==> src/design/dsa_pkg.sv <==
// Constants and types for the accumulator and control-access datapath
package dsa_pkg;

	// Register offsets on the APB bus
	localparam logic [11:0] ADDR_CTRL = 12'h000;
	localparam logic [11:0] ADDR_OPCOUNT = 12'h004;

	// Control register field layout
	localparam int POS_LSB = 0;
	localparam int POS_W = 6;
	localparam logic [31:0] FLD_POS = 32'h0000_003f;
	localparam logic [31:0] FLD_SCOUNT = 32'h0000_1f80;
	localparam logic [31:0] FLD_CARRY = 32'h0000_2000;
	localparam logic [31:0] FLD_EFI = 32'h0000_4000;
	localparam logic [31:0] FLD_OUFLAG = 32'h00ff_0000;
	localparam logic [31:0] FLD_CCOND = 32'hff00_0000;
	localparam int EFI_BIT = 14;

	// Mask bit index to control field
	localparam int MBIT_POS = 0;
	localparam int MBIT_SCOUNT = 1;
	localparam int MBIT_CARRY = 2;
	localparam int MBIT_OUFLAG = 3;
	localparam int MBIT_CCOND = 4;
	localparam int MBIT_EFI = 5;

	// Reset values and constants
	localparam logic [31:0] CTRL_RST = 32'h0000_0000;
	localparam logic [31:0] ACC_RST = 32'h0000_0000;
	localparam logic [31:0] Q31_MAX = 32'h7fff_ffff;
	localparam logic [5:0] POS_WORD_STEP = 6'h20;
	localparam int NUM_ACC = 4;

	// Operations issued by the core pipeline
	typedef enum logic [4:0] {
		OP_EXTRACT_WORD = 5'b00000,
		OP_EXTRACT_WORD_ROUND = 5'b00001,
		OP_EXTRACT_WORD_ROUND_SAT = 5'b00010,
		OP_EXTRACT_WORD_VAR_SHIFT = 5'b00011,
		OP_EXTRACT_WORD_VAR_ROUND = 5'b00100,
		OP_EXTRACT_WORD_VAR_ROUND_SAT = 5'b00101,
		OP_BITFIELD_EXTRACT = 5'b00110,
		OP_BITFIELD_EXTRACT_VAR = 5'b00111,
		OP_BITFIELD_EXTRACT_DECREMENT = 5'b01000,
		OP_BITFIELD_EXTRACT_DECREMENT_VAR = 5'b01001,
		OP_ACCUM_SHIFT = 5'b01010,
		OP_ACCUM_SHIFT_VAR = 5'b01011,
		OP_ACCUM_SHIFT_IN_WORD = 5'b01100,
		OP_READ_UPPER_HALF = 5'b01101,
		OP_READ_BOTTOM_HALF = 5'b01110,
		OP_WRITE_UPPER_HALF = 5'b01111,
		OP_WRITE_BOTTOM_HALF = 5'b10000,
		OP_WRITE_CTRL_FIELDS = 5'b10001,
		OP_READ_CTRL_FIELDS = 5'b10010
	} dsa_op_t;

endpackage

==> src/design/dsa_top.sv <==
// Accumulator and control-access datapath with APB access to the control register
//
// Our own choices: the APB slave port and the register offsets.
`timescale 1ns/100ps
`default_nettype none

module dsa_top (
	// Clock and reset
	input wire logic REF_CLK_I,
	input wire logic RST_I,
	// Operation request from the core pipeline
	input wire logic OP_VALID_I,
	input wire logic [4:0] OP_CODE_I,
	input wire logic [1:0] OP_SUM_REGISTER_SELECT_I,
	input wire logic [63:0] OP_SOURCE_OPERAND_I,
	input wire logic [63:0] OP_TARGET_GENERAL_I,
	input wire logic [5:0] OP_IMM_I,
	// Result to the general register file
	output logic RES_VALID_O,
	output logic [63:0] RES_DATA_O,
	// APB slave
	input wire logic PSEL_I,
	input wire logic PENABLE_I,
	input wire logic PWRITE_I,
	input wire logic [11:0] PADDR_I,
	input wire logic [31:0] PWDATA_I,
	output logic [31:0] PRDATA_O,
	output logic PREADY_O,
	output logic PSLVERR_O
);

	////////////////////////////////////////////////////////////////////////
	// Functions

	function automatic logic [63:0] sext32(input logic [31:0] w);
		sext32 = {{32{w[31]}}, w};
	endfunction

	function automatic logic [31:0] field_mask(input logic [5:0] m);
		field_mask = 32'h0;
		if (m[dsa_pkg::MBIT_POS]) field_mask = field_mask | dsa_pkg::FLD_POS;
		if (m[dsa_pkg::MBIT_SCOUNT]) field_mask = field_mask | dsa_pkg::FLD_SCOUNT;
		if (m[dsa_pkg::MBIT_CARRY]) field_mask = field_mask | dsa_pkg::FLD_CARRY;
		if (m[dsa_pkg::MBIT_OUFLAG]) field_mask = field_mask | dsa_pkg::FLD_OUFLAG;
		if (m[dsa_pkg::MBIT_CCOND]) field_mask = field_mask | dsa_pkg::FLD_CCOND;
		if (m[dsa_pkg::MBIT_EFI]) field_mask = field_mask | dsa_pkg::FLD_EFI;
	endfunction

	////////////////////////////////////////////////////////////////////////
	// State

	logic [31:0] hi_q [dsa_pkg::NUM_ACC];
	logic [31:0] lo_q [dsa_pkg::NUM_ACC];
	logic [31:0] ctrl_q;
	logic [31:0] ctrl_d;
	logic [31:0] opcount_q;
	logic res_valid_q;
	logic [63:0] res_data_q;
	logic [31:0] prdata_q;
	logic pready_q;
	logic pslverr_q;

	////////////////////////////////////////////////////////////////////////
	// Operation decode

	wire dsa_pkg::dsa_op_t op = dsa_pkg::dsa_op_t'(OP_CODE_I);
	wire [1:0] sel = OP_SUM_REGISTER_SELECT_I;
	wire [63:0] src = OP_SOURCE_OPERAND_I;
	wire [63:0] tgt = OP_TARGET_GENERAL_I;
	wire is_xw_var = op inside {dsa_pkg::OP_EXTRACT_WORD_VAR_SHIFT,
		dsa_pkg::OP_EXTRACT_WORD_VAR_ROUND, dsa_pkg::OP_EXTRACT_WORD_VAR_ROUND_SAT};
	wire is_xw = is_xw_var || op inside {dsa_pkg::OP_EXTRACT_WORD,
		dsa_pkg::OP_EXTRACT_WORD_ROUND, dsa_pkg::OP_EXTRACT_WORD_ROUND_SAT};
	wire is_xw_rnd = op inside {dsa_pkg::OP_EXTRACT_WORD_ROUND,
		dsa_pkg::OP_EXTRACT_WORD_ROUND_SAT, dsa_pkg::OP_EXTRACT_WORD_VAR_ROUND,
		dsa_pkg::OP_EXTRACT_WORD_VAR_ROUND_SAT};
	wire is_xw_sat = op inside {dsa_pkg::OP_EXTRACT_WORD_ROUND_SAT,
		dsa_pkg::OP_EXTRACT_WORD_VAR_ROUND_SAT};
	wire is_bf_var = op inside {dsa_pkg::OP_BITFIELD_EXTRACT_VAR,
		dsa_pkg::OP_BITFIELD_EXTRACT_DECREMENT_VAR};
	wire is_bf_dec = op inside {dsa_pkg::OP_BITFIELD_EXTRACT_DECREMENT,
		dsa_pkg::OP_BITFIELD_EXTRACT_DECREMENT_VAR};
	wire is_bf = is_bf_var || is_bf_dec || op == dsa_pkg::OP_BITFIELD_EXTRACT;
	wire is_sh = op inside {dsa_pkg::OP_ACCUM_SHIFT, dsa_pkg::OP_ACCUM_SHIFT_VAR};
	wire is_siw = op == dsa_pkg::OP_ACCUM_SHIFT_IN_WORD;
	wire is_wctl = op == dsa_pkg::OP_WRITE_CTRL_FIELDS;
	wire is_rctl = op == dsa_pkg::OP_READ_CTRL_FIELDS;
	wire is_rhi = op == dsa_pkg::OP_READ_UPPER_HALF;
	wire is_rlo = op == dsa_pkg::OP_READ_BOTTOM_HALF;
	wire is_whi = op == dsa_pkg::OP_WRITE_UPPER_HALF;
	wire is_wlo = op == dsa_pkg::OP_WRITE_BOTTOM_HALF;
	wire gpr_op = is_xw || is_bf || is_rctl || is_rhi || is_rlo;
	wire known_op = gpr_op || is_sh || is_siw || is_wctl || is_whi || is_wlo;
	wire go = OP_VALID_I && known_op;

	// 64-bit accumulator view; upper and lower halves concatenated
	wire [31:0] acc_hi = hi_q[sel];
	wire [31:0] acc_lo = lo_q[sel];
	wire [63:0] acc = {acc_hi, acc_lo};
	wire [5:0] pos = ctrl_q[dsa_pkg::POS_LSB +: dsa_pkg::POS_W];

	////////////////////////////////////////////////////////////////////////
	// Word extract

	wire [4:0] xw_sh = is_xw_var ? src[4:0] : OP_IMM_I[4:0];
	wire [63:0] xw_trunc = acc >> xw_sh;
	wire [64:0] xw_half = (xw_sh == 5'h0) ? 65'h0 : (65'h1 << (xw_sh - 5'h1));
	wire [64:0] xw_sum = {1'b0, acc} + xw_half;
	wire [64:0] xw_rnd = xw_sum >> xw_sh;
	wire xw_ovf = !xw_trunc[31] && xw_rnd[31];
	wire [31:0] xw_word = (is_xw_sat && xw_ovf) ? dsa_pkg::Q31_MAX :
		(is_xw_rnd ? xw_rnd[31:0] : xw_trunc[31:0]);

	////////////////////////////////////////////////////////////////////////
	// Bit-field extract

	wire [4:0] bf_size = is_bf_var ? src[4:0] : OP_IMM_I[4:0];
	wire [5:0] bf_start = pos - {1'b0, bf_size};
	wire [5:0] bf_up = 6'h3f - {1'b0, bf_size};
	wire [63:0] bf_raw = acc >> bf_start;
	wire [63:0] bf_left = bf_raw << bf_up;
	wire [63:0] bf_res = $signed(bf_left) >>> bf_up;
	wire bf_oor = pos < {1'b0, bf_size};
	wire [5:0] bf_pos_dec = pos - {1'b0, bf_size} - 6'h01;

	////////////////////////////////////////////////////////////////////////
	// Accumulator shift

	wire [5:0] sh_amt = (op == dsa_pkg::OP_ACCUM_SHIFT_VAR) ? src[5:0] : OP_IMM_I;
	wire [5:0] sh_mag = 6'h00 - sh_amt;
	wire [63:0] sh_res = sh_amt[5] ? (acc >> sh_mag) : (acc << sh_amt[4:0]);

	////////////////////////////////////////////////////////////////////////
	// Control-field access

	wire [31:0] fmask = field_mask(OP_IMM_I);
	wire [31:0] ctrl_wr = (ctrl_q & ~fmask) | (tgt[31:0] & fmask);
	wire [63:0] rctl_res = {tgt[63:32], (tgt[31:0] & ~fmask) | (ctrl_q & fmask)};

	wire [63:0] res_d = is_xw ? sext32(xw_word) :
		is_bf ? bf_res :
		is_rctl ? rctl_res :
		is_rhi ? sext32(acc_hi) : sext32(acc_lo);

	////////////////////////////////////////////////////////////////////////
	// APB decode

	wire apb_acc = PSEL_I && PENABLE_I && !pready_q;
	wire hit_ctrl = PADDR_I == dsa_pkg::ADDR_CTRL;
	wire hit_cnt = PADDR_I == dsa_pkg::ADDR_OPCOUNT;
	// Bus write lands at the edge that completes the access
	wire apb_wctl = PSEL_I && PENABLE_I && pready_q && PWRITE_I && hit_ctrl;
	wire [31:0] rd_d = hit_ctrl ? ctrl_q : (hit_cnt ? opcount_q : 32'h0);
	wire [31:0] ctrl_all = dsa_pkg::FLD_POS | dsa_pkg::FLD_SCOUNT | dsa_pkg::FLD_CARRY
		| dsa_pkg::FLD_EFI | dsa_pkg::FLD_OUFLAG | dsa_pkg::FLD_CCOND;

	// Control next value; core operation wins over a bus write
	always_comb begin
		ctrl_d = ctrl_q;
		if (go && is_wctl) begin
			ctrl_d = ctrl_wr & ctrl_all;
		end else if (go && is_bf) begin
			ctrl_d[dsa_pkg::EFI_BIT] = bf_oor;
			if (is_bf_dec) begin
				ctrl_d[dsa_pkg::POS_LSB +: dsa_pkg::POS_W] = bf_pos_dec;
			end
		end else if (go && is_siw) begin
			ctrl_d[dsa_pkg::POS_LSB +: dsa_pkg::POS_W] = pos + dsa_pkg::POS_WORD_STEP;
		end else if (apb_wctl) begin
			ctrl_d = PWDATA_I & ctrl_all;
		end
	end

	////////////////////////////////////////////////////////////////////////
	// Registers

	always_ff @(posedge REF_CLK_I or posedge RST_I) begin
		if (RST_I) begin
			for (int i = 0; i < dsa_pkg::NUM_ACC; i++) begin
				hi_q[i] <= dsa_pkg::ACC_RST;
				lo_q[i] <= dsa_pkg::ACC_RST;
			end
		end else if (go && is_sh) begin
			hi_q[sel] <= sh_res[63:32];
			lo_q[sel] <= sh_res[31:0];
		end else if (go && is_siw) begin
			hi_q[sel] <= acc_lo;
			lo_q[sel] <= src[31:0];
		end else if (go && is_whi) begin
			hi_q[sel] <= src[31:0];
		end else if (go && is_wlo) begin
			lo_q[sel] <= src[31:0];
		end
	end

	always_ff @(posedge REF_CLK_I or posedge RST_I) begin
		if (RST_I) begin
			ctrl_q <= dsa_pkg::CTRL_RST;
			opcount_q <= 32'h0;
			res_valid_q <= 1'b0;
			res_data_q <= 64'h0;
		end else begin
			ctrl_q <= ctrl_d;
			opcount_q <= opcount_q + {31'h0, go};
			res_valid_q <= go && gpr_op;
			res_data_q <= (go && gpr_op) ? res_d : res_data_q;
		end
	end

	always_ff @(posedge REF_CLK_I or posedge RST_I) begin
		if (RST_I) begin
			pready_q <= 1'b0;
			prdata_q <= 32'h0;
			pslverr_q <= 1'b0;
		end else begin
			pready_q <= apb_acc;
			prdata_q <= (apb_acc && !PWRITE_I) ? rd_d : 32'h0;
			pslverr_q <= apb_acc && !hit_ctrl && !hit_cnt;
		end
	end

	assign RES_VALID_O = res_valid_q;
	assign RES_DATA_O = res_data_q;
	assign PRDATA_O = prdata_q;
	assign PREADY_O = pready_q;
	assign PSLVERR_O = pslverr_q;
endmodule // dsa_top

`default_nettype wire

==> config.mk <==
export PLATFORM = sky130hd
export DESIGN_NAME = dsa_top
export DESIGN_NICKNAME = d
export VERILOG_FILES = /design/src/design/dsa_pkg.sv /design/src/design/dsa_top.sv
export SDC_FILE = /design/constraint.sdc
export NUM_CORES = 2
export LEC_CHECK = 0
export BUFFER_PORTS_ARGS = -buffer_cell sky130_fd_sc_hd__buf_2
export CAP_MARGIN = 15
export CORE_AREA = 4 4 331 333
export DETAILED_ROUTE_END_ITERATION = 10
export DIE_AREA = 0 0 335 337
export SETUP_SLACK_MARGIN = 0.15
export SYNTH_ARGS = -nofsm -noshare
export SYNTH_HDL_FRONTEND = slang
export SYNTH_SLANG_ARGS = --single-unit
export TNS_END_PERCENT = 50
==> constraint.sdc <==
create_clock -name REF_CLK_I -period 21.9 [get_ports REF_CLK_I]
set_input_delay 1.095 -clock REF_CLK_I [delete_from_list [all_inputs] [get_ports REF_CLK_I]]
set_output_delay 1.095 -clock REF_CLK_I [all_outputs]
set_load 0.005 [all_outputs]
== Yosys cells after proc, flatten, opt, wreduce, memory -nomap -nowiden ==
Cells that the tools add are included.
Word-level totals
  output and inout port bits: 99
  register bits: 419
Operators by class
  add/sub/neg operators: 8
  multiplexer cells: 49
  reductions and logical operators: 55
  shift operators: 8
  equal/unequal tests: 24
  bitwise gates (word level): 8
  order comparisons: 3
Operator list (number)
  128-bit 2-to-1 mux: 7
  128-bit bitwise mux: 5
  32-bit 2-to-1 mux: 13
  64-bit 2-to-1 mux: 5
  32-bit bitwise AND: 4
  32-bit binary-select mux with 2-bit select: 2
  64-bit by 6-bit right shift with 64-bit output: 2
  64-bit by 65-bit adder with 65-bit output: 1
  65-bit 2-to-1 mux: 1
  1-bit by 5-bit << shifter with 65-bit output (first input constant): 1
  65-bit by 5-bit right shift with 32-bit output: 1
  32-bit demux with 2-bit select: 1
  32-bit OR: 2
  64-bit by 5-bit << shifter with 64-bit output: 1
  64-bit by 6-bit << shifter with 64-bit output: 1
  64-bit by 5-bit right shift with 32-bit output: 1
  64-bit by 6-bit >>> shifter with 64-bit output: 1
  5-bit by 4-bit equality test with 1-bit output (second input constant): 8
  32-bit by 1-bit adder with 32-bit output: 1
  32-bit inverter: 1
  6-bit 2-to-1 mux: 5
  26-bit 2-to-1 mux: 1
  24-bit 2-to-1 mux: 1
  5-bit by 3-bit equality test with 1-bit output (second input constant): 4
  other kinds (33): 85

== Longest topological paths before layout ==
  depth in word-level cells: 19
  mapped depth: 34
  gate-level depth less buffers: 22

== Least setup slack after synthesis ==
Ideal clock, no wire load.
  path kind: input port to flip-flop
  start point: input port OP_CODE_I[2]
  end point: register res_data_q[18] (netlist: RES_DATA_O[18])
  cell stages on the path: 27
  buffers on the path: 10
  arrival time: 8510 ps
  path slack: 13267 ps
  setup time: 123 ps
  path through: clkbuf_1 -> or3b_2 -> a21oi_1 -> and2_1 -> clkbuf_1 -> mux2_2 -> clkbuf_1 -> clkbuf_1 -> buf_2 -> buf_1 -> clkbuf_1 -> fa_1 -> buf_2 -> buf_2 -> buf_2 -> mux2_4 -> mux2_2 -> mux4_2 -> a22oi_2 -> a31oi_1 -> mux4_2 -> and2_1 -> a2111oi_4 -> a22oi_2 -> mux4_2 -> a22o_1 -> o221a_1
On the way
  word-level cells in the longest chain between the ends: 15
Ends and longest elaborated chain
  from (decl): RTL line dsa_top.sv:13  | input wire logic [4:0] OP_CODE_I,
  branches (longest 15 deep; another with 64-bit by 65-bit adder with 65-bit output)
  to (signal assigned): RTL line dsa_top.sv:206  | res_data_q <= (go && gpr_op) ? res_d : res_data_q;
  to (decl): RTL line dsa_top.sv:58  | logic [63:0] res_data_q;
Parallel ways; which one is timed is not known.
A chain may end at the register's enable or synchronous reset.

== Worst setup path in the final report ==
  start point: input port OP_CODE_I[1]
  end point: register res_data_q[24] (netlist: RES_DATA_O[24])
Same word-level chain as after synthesis.

==> impl_metrics.json <==
{
  "worst_pin_slew_ns": 1.39,
  "num_rows": 120,
  "drv_slew": 0,
  "die-area_um2": 113000,
  "hold_path_class": "flip-flop to flip-flop",
  "clk_latency_ns": 0.66,
  "wl_per_cell_um": 32.9,
  "grt_max_degree": 130,
  "grt_use_total_pct": 44.8,
  "postSynthCellCount": 6641,
  "cts_root_buf": "clkbuf_16",
  "first_global_vias": 50918,
  "relSlewSlack_pct": 7.28,
  "async_reset_ff_share_pct": 100,
  "place.gp.congestion": 1.05,
  "via_count": 56021,
  "portBuffers": 255,
  "drtIter0Drc": 7940,
  "required_ns": 22.41,
  "synth_top_area_cell": "dfrtp_1",
  "syn-num-nets": 6875,
  "critical_path_class": "primary input to flip-flop",
  "finalPower_mw": 5.45,
  "finalHoldViolCount": 0,
  "dp_hpwl_mm": 198,
  "h-tree-depth": 2,
  "antenna_found_initial": 18,
  "cts.sinks": 417,
  "worstPathArrival_ns": 11.88,
  "reg2reg_depth": 19,
  "timing.critical_path.buf_inv": 4,
  "seq_area_um2": 10400,
  "hold_start": "lo_q[18]$_DFFE_PP0P_",
  "antenna_left": 0,
  "cp_max_fo": 35,
  "firstDrtPassIters": 7,
  "overflow": 0,
  "clk_pin_slew_ns": 0.06,
  "end_kind": "flip-flop",
  "critPathTopFamily": "compound AO/OA/AOI/OAI gates",
  "nNetsFinal": 6774,
  "drive_gt1_share_pct": 13.5,
  "cts_buffers": 51,
  "grt_pass1_wl_mm": 373,
  "finalWirelength_mm": 263,
  "rsz0062_at_grt": "false",
  "final_cell_mix": "nand2_1 (1031), a21oi_1 (761), nor2_1 (694), o21ai_0 (609), dfrtp_1 (417)",
  "synth_top_area_share_pct": 21.9,
  "fmax_mhz": 87.9,
  "clock_path_buffers": 3,
  "holdWs_ns": 0.477,
  "yosysSeqAreaShare_pct": 21.9,
  "avgSynthCellArea_um2": 7.19,
  "status": "finished, final reports clean",
  "nFillCells": 10856,
  "synth_area_leaders": "dfrtp_1 (22%), mux2i_1 (8.3%), nand2_1 (8.2%)",
  "reg2reg_to": "RES_DATA_O[24]$_DFFE_PP0P_",
  "vdd_ir_drop_max_v": 0.0000712,
  "route.detailed.drc": 0,
  "ys_seq_elements": 417,
  "period_share_pct": 51.9,
  "ys_warn_count": 0,
  "setup_viol": 0,
  "netlist_area_um2": 47700,
  "cp-start-kind": "primary input",
  "synth-edff-count": 0,
  "fin_skew_ns": 0.0186,
  "multi_input_area_um2": 35000,
  "coreArea_um2": 107000,
  "postCtsSetupRepairBufs": 0,
  "crit_path_max_incr_delay_ns": 1.18,
  "final_util_pct": 48.8,
  "die_w_um": 335,
  "p_per_area_nw_per_um2": 105,
  "synthToLayoutAreaGrowth_pct": 8.96,
  "pin_count": 290,
  "cts_resized": 0,
  "synth_ff_type": "dfrtp_1",
  "cts_tree": "done",
  "max_cap_violations": 0,
  "ys_types": 108,
  "p_leak_nw": 21.1,
  "mostFrequentLayoutCell": "nand2_1",
  "hold_depth": 2,
  "tns_ns": 0,
  "reg2reg_slack_ns": 12.62,
  "period_needed_ns": 11.37,
  "die_y_um": 337,
  "viasPerCell": 7.00,
  "cp_slowest_cell": "fa_4",
  "min_to": "lo_q[18]$_DFFE_PP0P_",
  "start_util_pct": 44.8,
  "postCtsHoldBufs": 0
}
-- worst max-delay path by stage --
| stage | from | cells after the start | to |
|---|---|---|---|
| 6_report | OP_CODE_I[1] | 25 | RES_DATA_O[24]$_DFFE_PP0P_ |
| 5_1_grt | OP_CODE_I[1] | 25 | RES_DATA_O[21]$_DFFE_PP0P_ |
| 4_1_cts | OP_CODE_I[1] | 25 | RES_DATA_O[24]$_DFFE_PP0P_ |
| 3_3_place_gp | OP_CODE_I[1] | 25 | RES_DATA_O[21]$_DFFE_PP0P_ |
| 2_1_floorplan | RST_I | 1 | PRDATA_O[0]$_DFF_PP0_ |
| 3_5_place_dp | OP_CODE_I[1] | 25 | RES_DATA_O[24]$_DFFE_PP0P_ |
-- cells in the mapped netlist (85+ instances only) --
cell and instances:
mux2_2 115, nor2_1 696, dfrtp_1 417, mux2i_1 397
nor3_1 124, o21ai_0 614, a211oi_1 181, a31oi_1 86
nand2_1 1038, a21oi_1 762, o211ai_1 130, clkbuf_1 452
o22ai_1 116, buf_1 88, xnor2_1 85, nand3_1 133
mux4_2 94
-- report_power, final --
group | switching, mW | internal, mW
Clock | 0.385 | 0.539
Combinational | 2.46 | 1.03
Sequential | 0.129 | 0.917
-- flip-flops by register name (all words and copies together), names as in the netlist, named ones only --
name         flops
PSLVERR_O        1
opcount_q       32
PRDATA_O        32
lo_q           128
PREADY_O         1
hi_q           128
RES_DATA_O      64
RES_VALID_O      1
-- layer usage --
metal | wire (um) | vias up | track usage [%] | part of all wire (%)
met5 | 21 | - | 0 | 0.0080
met4 | 23500 | 4 | 33.1 | 8.9
met3 | 31100 | 769 | 12.7 | 12
met2 | 107000 | 3735 | 64.3 | 41
met1 | 101000 | 26934 | 57.3 | 39
li1 | - | 24579 | - | -
-- final cells by class --
cell class                 count  area share [%]
sequential                   417            20.1
tap                         1403            3.38
timing repair buffer         451            5.36
clock buffer                  71            2.87
antenna                       18          0.0866
clock inverter                22           0.616
multi-input combinational   5566            67.2
inverter                      53           0.402
-- tightest hold or removal path: stages, from the launching register on --
cell     delay, ns
dfrtp_1       0.34
nand2_1       0.05
o21ai_0       0.06
-- stage by stage --
| stage | std cells | cell area, um^2 | worst slack [ns] |
|---|---|---|---|
| final | 8001 | 52000 | 10.53 |
| after global routing | 7985 | 52000 | 10.40 |
| after CTS | 7983 | 52000 | 10.95 |
| after detailed placement | 7890 | 50200 | 10.28 |
| after global placement | 7889 | 50100 | 10.34 |
| after floorplan | 6641 | 47700 | 9.20 |
-- logic make-up after synthesis --
group                    count (synthesis)  share of synthesized area [%]
AO/OA/AOI/OAI                         2500                           33.0
AND/OR/NAND/NOR                       2295                           20.5
buffers and inverters                  658                           5.67
multiplexers                           624                           16.0
flip-flops                             417                           21.9
XOR/XNOR                               103                           1.89
adder cells (fa/ha/maj)                 43                           1.16
other                                    1                        0.00786
Power figures use the tool's default switching activity.
